### config.mk
export PLATFORM = sky130hd
export DESIGN_NAME = iepr_top
export DESIGN_NICKNAME = d
export VERILOG_FILES = /design/src/iepr_pkg.sv /design/src/iepr_top.sv
export SDC_FILE = /design/constraint.sdc
export NUM_CORES = 1
export LEC_CHECK = 0
export ABC_AREA = 1
export BUFFER_PORTS_ARGS = -buffer_cell sky130_fd_sc_hd__buf_4
export CORE_ASPECT_RATIO = 1.25
export CORE_MARGIN = 5
export CORE_UTILIZATION = 30
export CTS_CLUSTER_DIAMETER = 40
export DETAILED_ROUTE_END_ITERATION = 6
export SLEW_MARGIN = 10
export SYNTH_ARGS = -nofsm -noshare
export SYNTH_HDL_FRONTEND = slang
export SYNTH_SLANG_ARGS = --single-unit
### constraint.sdc
create_clock -name sys_clk -period 2.45 [get_ports sys_clk]
set_input_delay 0.49 -clock sys_clk [delete_from_list [all_inputs] [get_ports sys_clk]]
set_output_delay 0.49 -clock sys_clk [all_outputs]
set_load 0.1 [all_outputs]
### src/iepr_pkg.sv
// Shared constants and carrier types for the interrupt enable and priority registers
package iepr_pkg;

  // ----------------------------------------------------------------
  // Register addresses
  // ----------------------------------------------------------------
  localparam logic [7:0] IEPR_ADDR_ENABLE_MAIN = 8'hA8;
  localparam logic [7:0] IEPR_ADDR_PRIORITY_MAIN = 8'hB8;
  localparam logic [7:0] IEPR_ADDR_ENABLE_EXT_FIRST = 8'hE6;

  // ----------------------------------------------------------------
  // Reset values
  // ----------------------------------------------------------------
  localparam logic [7:0] IEPR_RST_ENABLE_MAIN = 8'h00;
  localparam logic [6:0] IEPR_RST_PRIORITY_MAIN = 7'h00;
  localparam logic [7:0] IEPR_RST_ENABLE_EXT_FIRST = 8'h00;

  // ----------------------------------------------------------------
  // Field positions
  // ----------------------------------------------------------------
  localparam int IEPR_BIT_GLOBAL_GATE = 7;
  localparam int IEPR_BIT_PRIO_UNUSED = 7;
  localparam int IEPR_BIT_EXT_RESERVED = 1;
  localparam int IEPR_NUM_MAIN_SRC = 7;
  localparam int IEPR_EXT_VEC_OFFSET = 7;

  // ----------------------------------------------------------------
  // Vector numbers in fixed arbitration order
  // ----------------------------------------------------------------
  localparam int IEPR_NUM_VEC = 15;
  localparam int IEPR_VEC_W = 4;
  localparam int IEPR_VEC_EXT0 = 0;
  localparam int IEPR_VEC_TMR0 = 1;
  localparam int IEPR_VEC_EXT1 = 2;
  localparam int IEPR_VEC_TMR1 = 3;
  localparam int IEPR_VEC_SER_PORT = 4;
  localparam int IEPR_VEC_TMR2 = 5;
  localparam int IEPR_VEC_SER_PERIPH = 6;
  localparam int IEPR_VEC_SMBUS = 7;
  localparam int IEPR_VEC_RSVD = 8;
  localparam int IEPR_VEC_WIN = 9;
  localparam int IEPR_VEC_CONV = 10;
  localparam int IEPR_VEC_PCA = 11;
  localparam int IEPR_VEC_CMP0 = 12;
  localparam int IEPR_VEC_CMP1 = 13;
  localparam int IEPR_VEC_TMR3 = 14;

  // ----------------------------------------------------------------
  // Carrier types
  // ----------------------------------------------------------------
  typedef struct packed {
    logic ext_irq_zero_input;
    logic timer_zero_overflow_flag;
    logic ext_irq_one_input;
    logic timer_one_overflow_flag;
    logic serial_port_zero_pend;
    logic timer_two_low_overflow_flag;
    logic timer_two_high_overflow_flag;
    logic serial_periph_pend;
    logic smbus_zero_pend;
    logic window_compare_flag;
    logic conversion_done_flag;
    logic counter_array_pend;
    logic comparator_zero_rise_flag;
    logic comparator_zero_fall_flag;
    logic comparator_one_rise_flag;
    logic comparator_one_fall_flag;
    logic timer_three_low_overflow_flag;
    logic timer_three_high_overflow_flag;
  } iepr_pend_type;

  typedef struct packed {
    logic [7:0] addr;
    logic [7:0] wdata;
    logic wr;
    logic rd;
    logic [7:0] bit_addr;
    logic bit_wval;
    logic bit_wr;
    logic bit_rd;
  } iepr_sfr_req_type;

endpackage

### src/iepr_top.sv
// Interrupt enable and priority registers with request gating and arbitration
`timescale 1ns/1ns

// Behaviour
// - Global gate cleared blocks every source regardless of its mask bit.
// - Global gate set passes each source according to its own mask bit.
// - Main enable bit 6 gates all serial peripheral unit zero requests.
// - Main enable bit 5 gates timer two low or high overflow requests.
// - Main enable bit 4 gates the serial port zero request.
// - Main enable bit 3 gates the timer one overflow request.
// - Main enable bit 2 gates external interrupt one requests.
// - Main enable bit 1 gates the timer zero overflow request.
// - Main enable bit 0 gates external interrupt zero requests.
// - Main priority top bit always reads one; writes to it are ignored.
// - Priority bits 6..0 set level of the seven main sources; one is high.
// - Extended enable bit 7 gates timer three low or high overflow requests.
// - Extended enable bit 6 gates comparator one rise or fall requests.
// - Extended enable bit 5 gates comparator zero rise or fall requests.
// - Extended enable bit 4 gates all counter array requests.
// - Extended enable bit 3 gates the conversion complete request.
// - Extended enable bit 2 gates the window compare request.
// - Extended enable bit 1 reads zero; software writes zero there.
// - Extended enable bit 0 gates all smbus unit zero requests.
// - All three registers answer on every page; first two are bit addressable.
// - High level may preempt a low routine; a high routine is never preempted.
// - Higher level wins; equal levels resolve by lowest vector number.
module iepr_top (
  input wire logic sys_clk,
  input wire logic srst,
  input wire iepr_pkg::iepr_sfr_req_type sfr_req,
  input wire iepr_pkg::iepr_pend_type pend,
  input wire logic in_service_low,
  input wire logic in_service_high,
  output logic [7:0] sfr_rdata,
  output logic sfr_bit_rdata,
  output logic [iepr_pkg::IEPR_NUM_VEC-1:0] irq_req,
  output logic irq_valid,
  output logic [iepr_pkg::IEPR_VEC_W-1:0] irq_vector,
  output logic irq_high
);
  import iepr_pkg::*;

  // ----------------------------------------------------------------
  // Register state
  // ----------------------------------------------------------------
  logic [7:0] enable_main_q;
  logic [7:0] enable_main_d;
  logic [6:0] priority_main_q;
  logic [6:0] priority_main_d;
  logic [7:0] enable_ext_first_q;
  logic [7:0] enable_ext_first_d;
  logic [7:0] rdata_q;
  logic [7:0] rdata_d;
  logic bit_rdata_q;
  logic bit_rdata_d;
  logic [IEPR_NUM_VEC-1:0] req_q;
  logic valid_q;
  logic [IEPR_VEC_W-1:0] vector_q;
  logic high_q;

  // ----------------------------------------------------------------
  // Address decode, page independent
  // ----------------------------------------------------------------
  wire hit_men = sfr_req.addr == IEPR_ADDR_ENABLE_MAIN;
  wire hit_mpr = sfr_req.addr == IEPR_ADDR_PRIORITY_MAIN;
  wire hit_xen = sfr_req.addr == IEPR_ADDR_ENABLE_EXT_FIRST;
  wire bhit_men = sfr_req.bit_addr[7:3] == IEPR_ADDR_ENABLE_MAIN[7:3];
  wire bhit_mpr = sfr_req.bit_addr[7:3] == IEPR_ADDR_PRIORITY_MAIN[7:3];
  wire [2:0] bsel = sfr_req.bit_addr[2:0];

  // ----------------------------------------------------------------
  // Read views
  // ----------------------------------------------------------------
  wire [7:0] men_view = enable_main_q;
  wire [7:0] mpr_view = {1'b1, priority_main_q};
  wire [7:0] xen_view = {enable_ext_first_q[7:2], 1'b0, enable_ext_first_q[0]};

  // ----------------------------------------------------------------
  // Bit-access write images
  // ----------------------------------------------------------------
  logic [7:0] men_bit_img;
  logic [7:0] mpr_bit_img;

  always_comb begin
    men_bit_img = men_view;
    mpr_bit_img = mpr_view;
    men_bit_img[bsel] = sfr_req.bit_wval;
    mpr_bit_img[bsel] = sfr_req.bit_wval;
  end

  // ----------------------------------------------------------------
  // Next register values
  // ----------------------------------------------------------------
  wire men_byte_wr = sfr_req.wr && hit_men;
  wire mpr_byte_wr = sfr_req.wr && hit_mpr;
  wire xen_byte_wr = sfr_req.wr && hit_xen;
  wire men_bit_wr = sfr_req.bit_wr && bhit_men;
  wire mpr_bit_wr = sfr_req.bit_wr && bhit_mpr;
  wire [7:0] xen_wdata = {sfr_req.wdata[7:2], 1'b0, sfr_req.wdata[0]};

  assign enable_main_d = men_byte_wr ? sfr_req.wdata :
                         men_bit_wr ? men_bit_img : enable_main_q;
  assign priority_main_d = mpr_byte_wr ? sfr_req.wdata[6:0] :
                           mpr_bit_wr ? mpr_bit_img[6:0] : priority_main_q;
  assign enable_ext_first_d = xen_byte_wr ? xen_wdata : enable_ext_first_q;

  // ----------------------------------------------------------------
  // Read data
  // ----------------------------------------------------------------
  wire [7:0] rd_mux = hit_men ? men_view :
                      hit_mpr ? mpr_view :
                      hit_xen ? xen_view : 8'h00;
  wire bit_mux = bhit_men ? men_view[bsel] :
                 bhit_mpr ? mpr_view[bsel] : 1'b0;

  assign rdata_d = sfr_req.rd ? rd_mux : rdata_q;
  assign bit_rdata_d = sfr_req.bit_rd ? bit_mux : bit_rdata_q;

  // ----------------------------------------------------------------
  // Raw pending per vector
  // ----------------------------------------------------------------
  logic [IEPR_NUM_VEC-1:0] raw;

  always_comb begin
    raw = '0;
    raw[IEPR_VEC_EXT0] = pend.ext_irq_zero_input;
    raw[IEPR_VEC_TMR0] = pend.timer_zero_overflow_flag;
    raw[IEPR_VEC_EXT1] = pend.ext_irq_one_input;
    raw[IEPR_VEC_TMR1] = pend.timer_one_overflow_flag;
    raw[IEPR_VEC_SER_PORT] = pend.serial_port_zero_pend;
    raw[IEPR_VEC_TMR2] = pend.timer_two_low_overflow_flag |
                         pend.timer_two_high_overflow_flag;
    raw[IEPR_VEC_SER_PERIPH] = pend.serial_periph_pend;
    raw[IEPR_VEC_SMBUS] = pend.smbus_zero_pend;
    raw[IEPR_VEC_RSVD] = 1'b0;
    raw[IEPR_VEC_WIN] = pend.window_compare_flag;
    raw[IEPR_VEC_CONV] = pend.conversion_done_flag;
    raw[IEPR_VEC_PCA] = pend.counter_array_pend;
    raw[IEPR_VEC_CMP0] = pend.comparator_zero_rise_flag |
                         pend.comparator_zero_fall_flag;
    raw[IEPR_VEC_CMP1] = pend.comparator_one_rise_flag |
                         pend.comparator_one_fall_flag;
    raw[IEPR_VEC_TMR3] = pend.timer_three_low_overflow_flag |
                         pend.timer_three_high_overflow_flag;
  end

  // ----------------------------------------------------------------
  // Per-vector mask, level and gating
  // ----------------------------------------------------------------
  wire global_irq_gate = enable_main_q[IEPR_BIT_GLOBAL_GATE];
  logic [IEPR_NUM_VEC-1:0] mask;
  logic [IEPR_NUM_VEC-1:0] level;
  logic [IEPR_NUM_VEC-1:0] pass;

  genvar gv;
  generate
    for (gv = 0; gv < IEPR_NUM_VEC; gv = gv + 1) begin : g_vec
      if (gv < IEPR_NUM_MAIN_SRC) begin : g_main
        assign mask[gv] = enable_main_q[gv];
        assign level[gv] = priority_main_q[gv];
      end else if (gv == IEPR_VEC_RSVD) begin : g_rsvd
        assign mask[gv] = 1'b0;
        assign level[gv] = 1'b0;
      end else begin : g_ext
        assign mask[gv] = enable_ext_first_q[gv - IEPR_EXT_VEC_OFFSET];
        assign level[gv] = 1'b0;
      end
      assign pass[gv] = raw[gv] & mask[gv] & global_irq_gate;
    end
  endgenerate

  // ----------------------------------------------------------------
  // Arbitration and preemption
  // ----------------------------------------------------------------
  function automatic logic [IEPR_VEC_W-1:0] first_set(input logic [IEPR_NUM_VEC-1:0] v);
    logic [IEPR_VEC_W-1:0] idx;
    idx = '0;
    for (int i = IEPR_NUM_VEC - 1; i >= 0; i--) begin
      if (v[i]) begin
        idx = IEPR_VEC_W'(i);
      end
    end
    return idx;
  endfunction

  wire [IEPR_NUM_VEC-1:0] hi_pass = pass & level;
  wire [IEPR_NUM_VEC-1:0] lo_pass = pass & ~level;
  wire any_hi = |hi_pass;
  wire any_lo = |lo_pass;
  wire allow_hi = !in_service_high;
  wire allow_lo = !in_service_high && !in_service_low;
  wire take_hi = any_hi && allow_hi;
  wire take_lo = !take_hi && any_lo && allow_lo;
  wire [IEPR_VEC_W-1:0] win_vec = take_hi ? first_set(hi_pass) : first_set(lo_pass);

  // ----------------------------------------------------------------
  // Registers
  // ----------------------------------------------------------------
  always_ff @(posedge sys_clk) begin
    if (srst) begin
      enable_main_q <= IEPR_RST_ENABLE_MAIN;
      priority_main_q <= IEPR_RST_PRIORITY_MAIN;
      enable_ext_first_q <= IEPR_RST_ENABLE_EXT_FIRST;
      rdata_q <= 8'h00;
      bit_rdata_q <= 1'b0;
    end else begin
      enable_main_q <= enable_main_d;
      priority_main_q <= priority_main_d;
      enable_ext_first_q <= enable_ext_first_d;
      rdata_q <= rdata_d;
      bit_rdata_q <= bit_rdata_d;
    end
  end

  always_ff @(posedge sys_clk) begin
    if (srst) begin
      req_q <= '0;
      valid_q <= 1'b0;
      vector_q <= '0;
      high_q <= 1'b0;
    end else begin
      req_q <= pass;
      valid_q <= take_hi || take_lo;
      vector_q <= win_vec;
      high_q <= take_hi;
    end
  end

  // ----------------------------------------------------------------
  // Outputs
  // ----------------------------------------------------------------
  assign sfr_rdata = rdata_q;
  assign sfr_bit_rdata = bit_rdata_q;
  assign irq_req = req_q;
  assign irq_valid = valid_q;
  assign irq_vector = vector_q;
  assign irq_high = high_q;

endmodule

# Yosys cells after proc, flatten, opt, wreduce, memory -nomap -nowiden
# Cells that the tools add are included.
word_totals:
  ff_bits: 52
  in_bits: 51
  out_inout_bits: 30
  wordCells: 118
classes:
  order_cmp: 2
  n_eq_ne: 5
  mux: 48
  bitwise_logic: 35
  reduce_logical: 18
ops:
  columns: ["operator", "n"]
  rows:
  - ["$mux 4", 31]
  - ["$mux 8", 5]
  - ["$reduce_or 15->1", 2]
  - ["$and 1x1->1", 28]
  - ["$eq 8x8->1 const B", 3]
  - ["$bwmux 8", 2]
  - ["$and 15x15->15", 1]
  - ["$and 15x7->15", 1]
  - ["$not 7->15", 1]
  - ["$mux 7", 2]
  - ["$eq 5x5->1 const B", 2]
  - ["$logic_and 1x1->1", 10]
  - ["$bmux 1 s3", 2]
  - ["$mux 1", 5]
  - ["$lt 3x4->1 const B", 1]
  - ["$or 1x1->1", 4]
  - ["$reduce_bool 2->1", 2]
  - ["$demux 1 s3", 1]
  - ["$ge 3x1->1 const B", 1]
  - ["$logic_not 1->1", 3]
  - ["$logic_or 1x1->1", 1]

# Longest topological paths before layout
depth:
  ltp_word: 20
  mapped_depth: 16

# Least setup slack after synthesis
# Ideal clock, no wire load.
synth_path:
  path_kind: "in2reg"
  startpoint: "input port sfr_req[27] in the netlist's numbering"
  endpoint: "register enable_main_q[2]"
  arrival_time_ns: 1.453
  required_time_ns: 2.334
  setup_slack_ns: 0.880
  path_stages: 9
  n_path_buf: 1
  path_cell_list: "inv_1 > nand2_1 > nor3_4 > nand4_4 > nor2_4 > nand2_4 > buf_6 > o211ai_1 > inv_1"
synth_via:
  elab_chain_cells: 3
synth_rtl:
  columns: ["element", "line", "source"]
  rows:
  - ["start: declaration", "iepr_top.sv:30", "input wire iepr_pkg::iepr_sfr_req_type sfr_req,"]
  - ["$eq 8x8->1 (*)", "iepr_top.sv:64", "wire hit_men = sfr_req.addr == IEPR_ADDR_ENABLE_MAIN;"]
  - ["$logic_and 1x1->1 (*)", "iepr_top.sv:94", "wire men_byte_wr = sfr_req.wr && hit_men;"]
  - ["$mux 8 / $reduce_bool 2->1 (equally long branches)", null, null]
  - ["end signal: assignment", "iepr_top.sv:207", "enable_main_q <= enable_main_d;"]
  - ["end: declaration", "iepr_top.sv:46", "logic [7:0] enable_main_q;"]
# Every way passes the cells marked *; elsewhere a longest branch is shown, timed or not.
# A chain may end at the register's enable or synchronous reset.

# Worst setup path in the final report
layout_path:
  startpoint: "input port sfr_req[21] in the netlist's numbering"
  endpoint: "register enable_ext_first_q[3]"
layout_via:
  elab_chain_cells: 2
layout_rtl:
  columns: ["element", "line", "source"]
  rows:
  - ["$eq 8x8->1", "iepr_top.sv:66", "wire hit_xen = sfr_req.addr == IEPR_ADDR_ENABLE_EXT_FIRST;"]
  - ["$logic_and 1x1->1", "iepr_top.sv:96", "wire xen_byte_wr = sfr_req.wr && hit_xen;"]
  - ["end signal: assignment", "iepr_top.sv:209", "enable_ext_first_q <= enable_ext_first_d;"]
  - ["end: declaration", "iepr_top.sv:50", "logic [7:0] enable_ext_first_q;"]
# Every way passes these cells.

==> results.md <==
Route:
- For this run, design rule violations remaining after detail routing come to 0.
- The routed layout has 2,803 vias.
- Detailed routing placed a total of 368 um of wire on met3.
- After detailed routing, the wire length on met1 is 3.62 mm.
- The routed wire length is 8.30 mm.
- The highest metal layer carrying signal wires in the routed design is met4.
- In the routed layout, each cell is associated on average with a via count of 4.64.
- The count of routing violations after the opening detailed-route iteration is 153.
- Wire segments on met2 add up to 4.16 mm in the final route.
- In this run the remaining antenna-violating nets after routing total 0.
- The detailed-routing iteration count for the pre-antenna-repair pass is 4.
- The routed length per instance is around 14 um.

CTS:
- In this run, CTS created clock tree buffers numbering 5.
- The clock passes through at most 2 buffers.
- The root cell of the clock tree is sky130_fd_sc_hd__clkbuf_16.
- The clock input transition at the sequential cells of the worst setup and hold paths is 0.07 ns.
- In this run the number of H-tree levels came out at 2.
- After clock tree synthesis, the flow added hold-fix buffers numbering 0.
- TritonCTS built the clock tree.
- The number of clock sinks is 51.
- At the later pin of the worst-skew pair, clock insertion delay measures ~0.29 ns.
- The number of gates given a new drive strength after cts is 0.
- In this run the post-CTS setup repair buffer count came out at 0.

Floorplanning:
- 81 I/O pins were placed.
- The floorplan step set the die height to about 120 um.
- The initial core utilization is between 30 and 40%.
- The standard cell core area is 9510 sq um.
- The initialized floorplan defines 40 standard-cell rows.
- The floorplan step defined a die boundary enclosing 11,700 sq um.
- In this run the horizontal extent of the chip is 97.6 um.

STA:
- The maximum operating frequency is 618 MHz.
- The final critical path takes up 66.1% of the cycle.
- Setup repair after global routing left no endpoint under its margin.
- The final setup violation count is 0.
- The time the final worst path needs with I/O delays and setup is 1.62 ns.
- The worst hold slack across all endpoints is 0.461 ns.
- Summed over all failing endpoints, the final setup total negative slack is 0 ns.
- The total count of hold-check failures in the final report came to 0.
- The final number of max-transition violations came to 0.
- The normalized max-slew margin is 54.4%.
- The transition time at the pin with the least slew margin is 0.683 ns.
- The worst clock skew is between 0.003 and 0.004 ns.

Final layout:
- The number of antenna diodes in the final layout is 0.
- The area growth from synthesis to layout is 29.0%.
- The share of cells above drive strength 1 is 27.4%.
- The net count of the finished layout is 528.
- The count of non-filler cells in the finished layout is 604.
- In the layout the commonest cells are sky130_fd_sc_hd__buf_4 (83), sky130_fd_sc_hd__nand2_1 (80), sky130_fd_sc_hd__inv_1 (63).
- The leading cell type in the layout, fill and taps excluded is sky130_fd_sc_hd__buf_4.

Worst setup path:
- The nature of the critical path startpoint is an input port.
- The arrival time of the worst setup path is 1.77 ns.
- The worst setup path is captured at a flip-flop.
- The required arrival time at the worst endpoint is 2.60 ns.
- Among cell families on the critical path, the largest total delay comes from simple AND/OR/NAND/NOR gates.
- The worst setup path category is input port to flip-flop.
- Walking the worst path, the cells encountered are buf_4 > nor4_1 > nand3_1 > o21ai_0 > a21oi_1.
- In this run the worst path has a maximum fanout of 14.
- Together, buffers and inverters on the worst path number 1.
- In this design, the stage delay of the slowest critical-path cell is 0.42 ns.
- The largest individual stage delay along the critical path comes from the cell sky130_fd_sc_hd__nand3_1.

Yosys:
- The synthesized net count is 451.
- The synthesized netlist cell count is 400.
- Dividing the synthesized area by the synthesized cell count gives between 7 and 8 sq um.
- Summed over all instances, the cell type with the most area after synthesis is sky130_fd_sc_hd__dfxtp_1.
- Counting distinct cell types in the post-synthesis netlist gives 41.
- The fraction of the yosys area taken by sequential cells is 35.5%.
- After synthesis the netlist holds a flip-flop and latch count of 51.
- The top-area cell type share of the netlist area is 35.5%.
- By area the synthesized netlist is led by sky130_fd_sc_hd__dfxtp_1 (36%), sky130_fd_sc_hd__nand2_1 (10%), sky130_fd_sc_hd__inv_1 (8.2%).
- For this run, the number of Yosys warnings is 0.
- The cell area that synthesis handed to floorplanning was 2880 sq um.

GRT:
- The via count of the first global-routing pass is 2,753.
- The initial antenna violation count is 0.
- The maximum number of pins on one net before global-route repair is 30.
- The first global-routing pass estimated 13.3 mm of wire.
- The remaining global-route overflow is 0.
- The total global-route track usage is between 10% and 20%.

Job:
- Max-cap violations in this run came to 0.

Power:
- The leakage power is 1.75 nW.
- The power density relative to cell area is 456 nW/um^2.
- The worst vdd rail ir drop is ~0.26 mV.

Place:
- Including well taps, the total number of placed cells is 596.
- The placer congestion estimate is 0.846.
- Port buffering added 79 buffers.
- Detailed placement finished with a half-perimeter wire length of 6.77 mm.

Run status:
- The flow ran to the end, and the final reports show no timing, DRC or antenna violations.

Hold path:
- The worst hold path belongs to the class input port to flip-flop.
-- registers in the layout, summed over array words and instances (netlist names) --
name and count:
irq_high 1, enable_main_q 8, sfr_bit_rdata 1, irq_req 14, irq_vector 4, irq_valid 1
priority_main_q 7, sfr_rdata 8, enable_ext_first_q 7
-- final cells by class --
class | instances | area (sq um)
Clock buffer | 5 | 125
Clock inverter | 3 | 20.0
Fill cell | 1020 | 5800
Inverter | 67 | 251
Multi-Input combinational cell | 269 | 1510
Sequential cell | 51 | 1020
Tap cell | 126 | 158
Timing Repair Buffer | 83 | 623
-- kinds of logic (layout without fill, tap and decap cells) --
logic type      after synthesis  count (layout)  share of synthesized area (%)
buf+inv                      80             158                           12.0
flops                        51              51                           35.5
other cells                   1               1                          0.130
compound gates               94              94                           22.4
simple gates                174             174                           30.0
-- synth_stat cells, drive strengths merged --
cell    number
nand2       82
inv         67
dfxtp       51
a22oi        1
o221ai       1
nand4        8
o21bai       3
buf          8
o21ai       30
nor3         6
a21oi       26
conb         1
nand3       24
clkbuf       5
a31o         1
o21a         1
a21o         1
o31ai        1
o22ai        3
nor4         3
o211ai      25
a31oi        1
nor2        51
-- power by group --
part	switching [W]	internal [W]	leakage [nW]
logic	0.000107	0.0000716	1.28
registers	0.00000257	0.000832	0.411
clock network	0.000301	0.000376	0.0658
total	0.000411	0.00128	1.75
-- layer usage --
layer  vias up  global-route usage, %
li1       1465                      -
met1      1263                   17.1
met2        65                   25.1
met3        10                   3.10
met4         0                   3.29
met5         -                      0
-- worst paths after layout --
check / end / cells past startpoint / slack, ns / start
max: enable_ext_first_q[3]$_SDFFE_PP0P_ / 5 / 0.83 / sfr_req[21]
min: priority_main_q[1]$_SDFFE_PP0P_ / 3 / 0.46 / sfr_req[14]
max reg2reg: irq_vector[1]$_SDFF_PP0_ / 11 / 0.83 / enable_main_q[7]$_SDFFE_PP0P_
min reg2reg: sfr_rdata[6]$_SDFFE_PP0P_ / 2 / 0.47 / sfr_rdata[6]$_SDFFE_PP0P_
-- worst register-to-register path, delay by kind of cell, from the launching register on --
kind                   cells  cell delay, ns
AND/OR/NAND/NOR            6            0.47
AO/OA/AOI/OAI              3            0.38
flip-flops                 1            0.33
buffers and inverters      2            0.31
-- stage by stage --
step / util, % / worst slack [ns] / instance area, sq um / power (W)
floorplan: - / 0.880 / 2880 / 0.000936
global placement: 37.5 / 0.636 / 3560 / 0.00103
detailed placement: 37.5 / 0.535 / 3560 / 0.00103
CTS: 39.0 / 0.823 / 3710 / 0.00171
global route: 39.0 / 0.642 / 3710 / 0.00175
finish: 39.0 / 0.832 / 3710 / 0.00169
(Power assumes the default switching activity.)
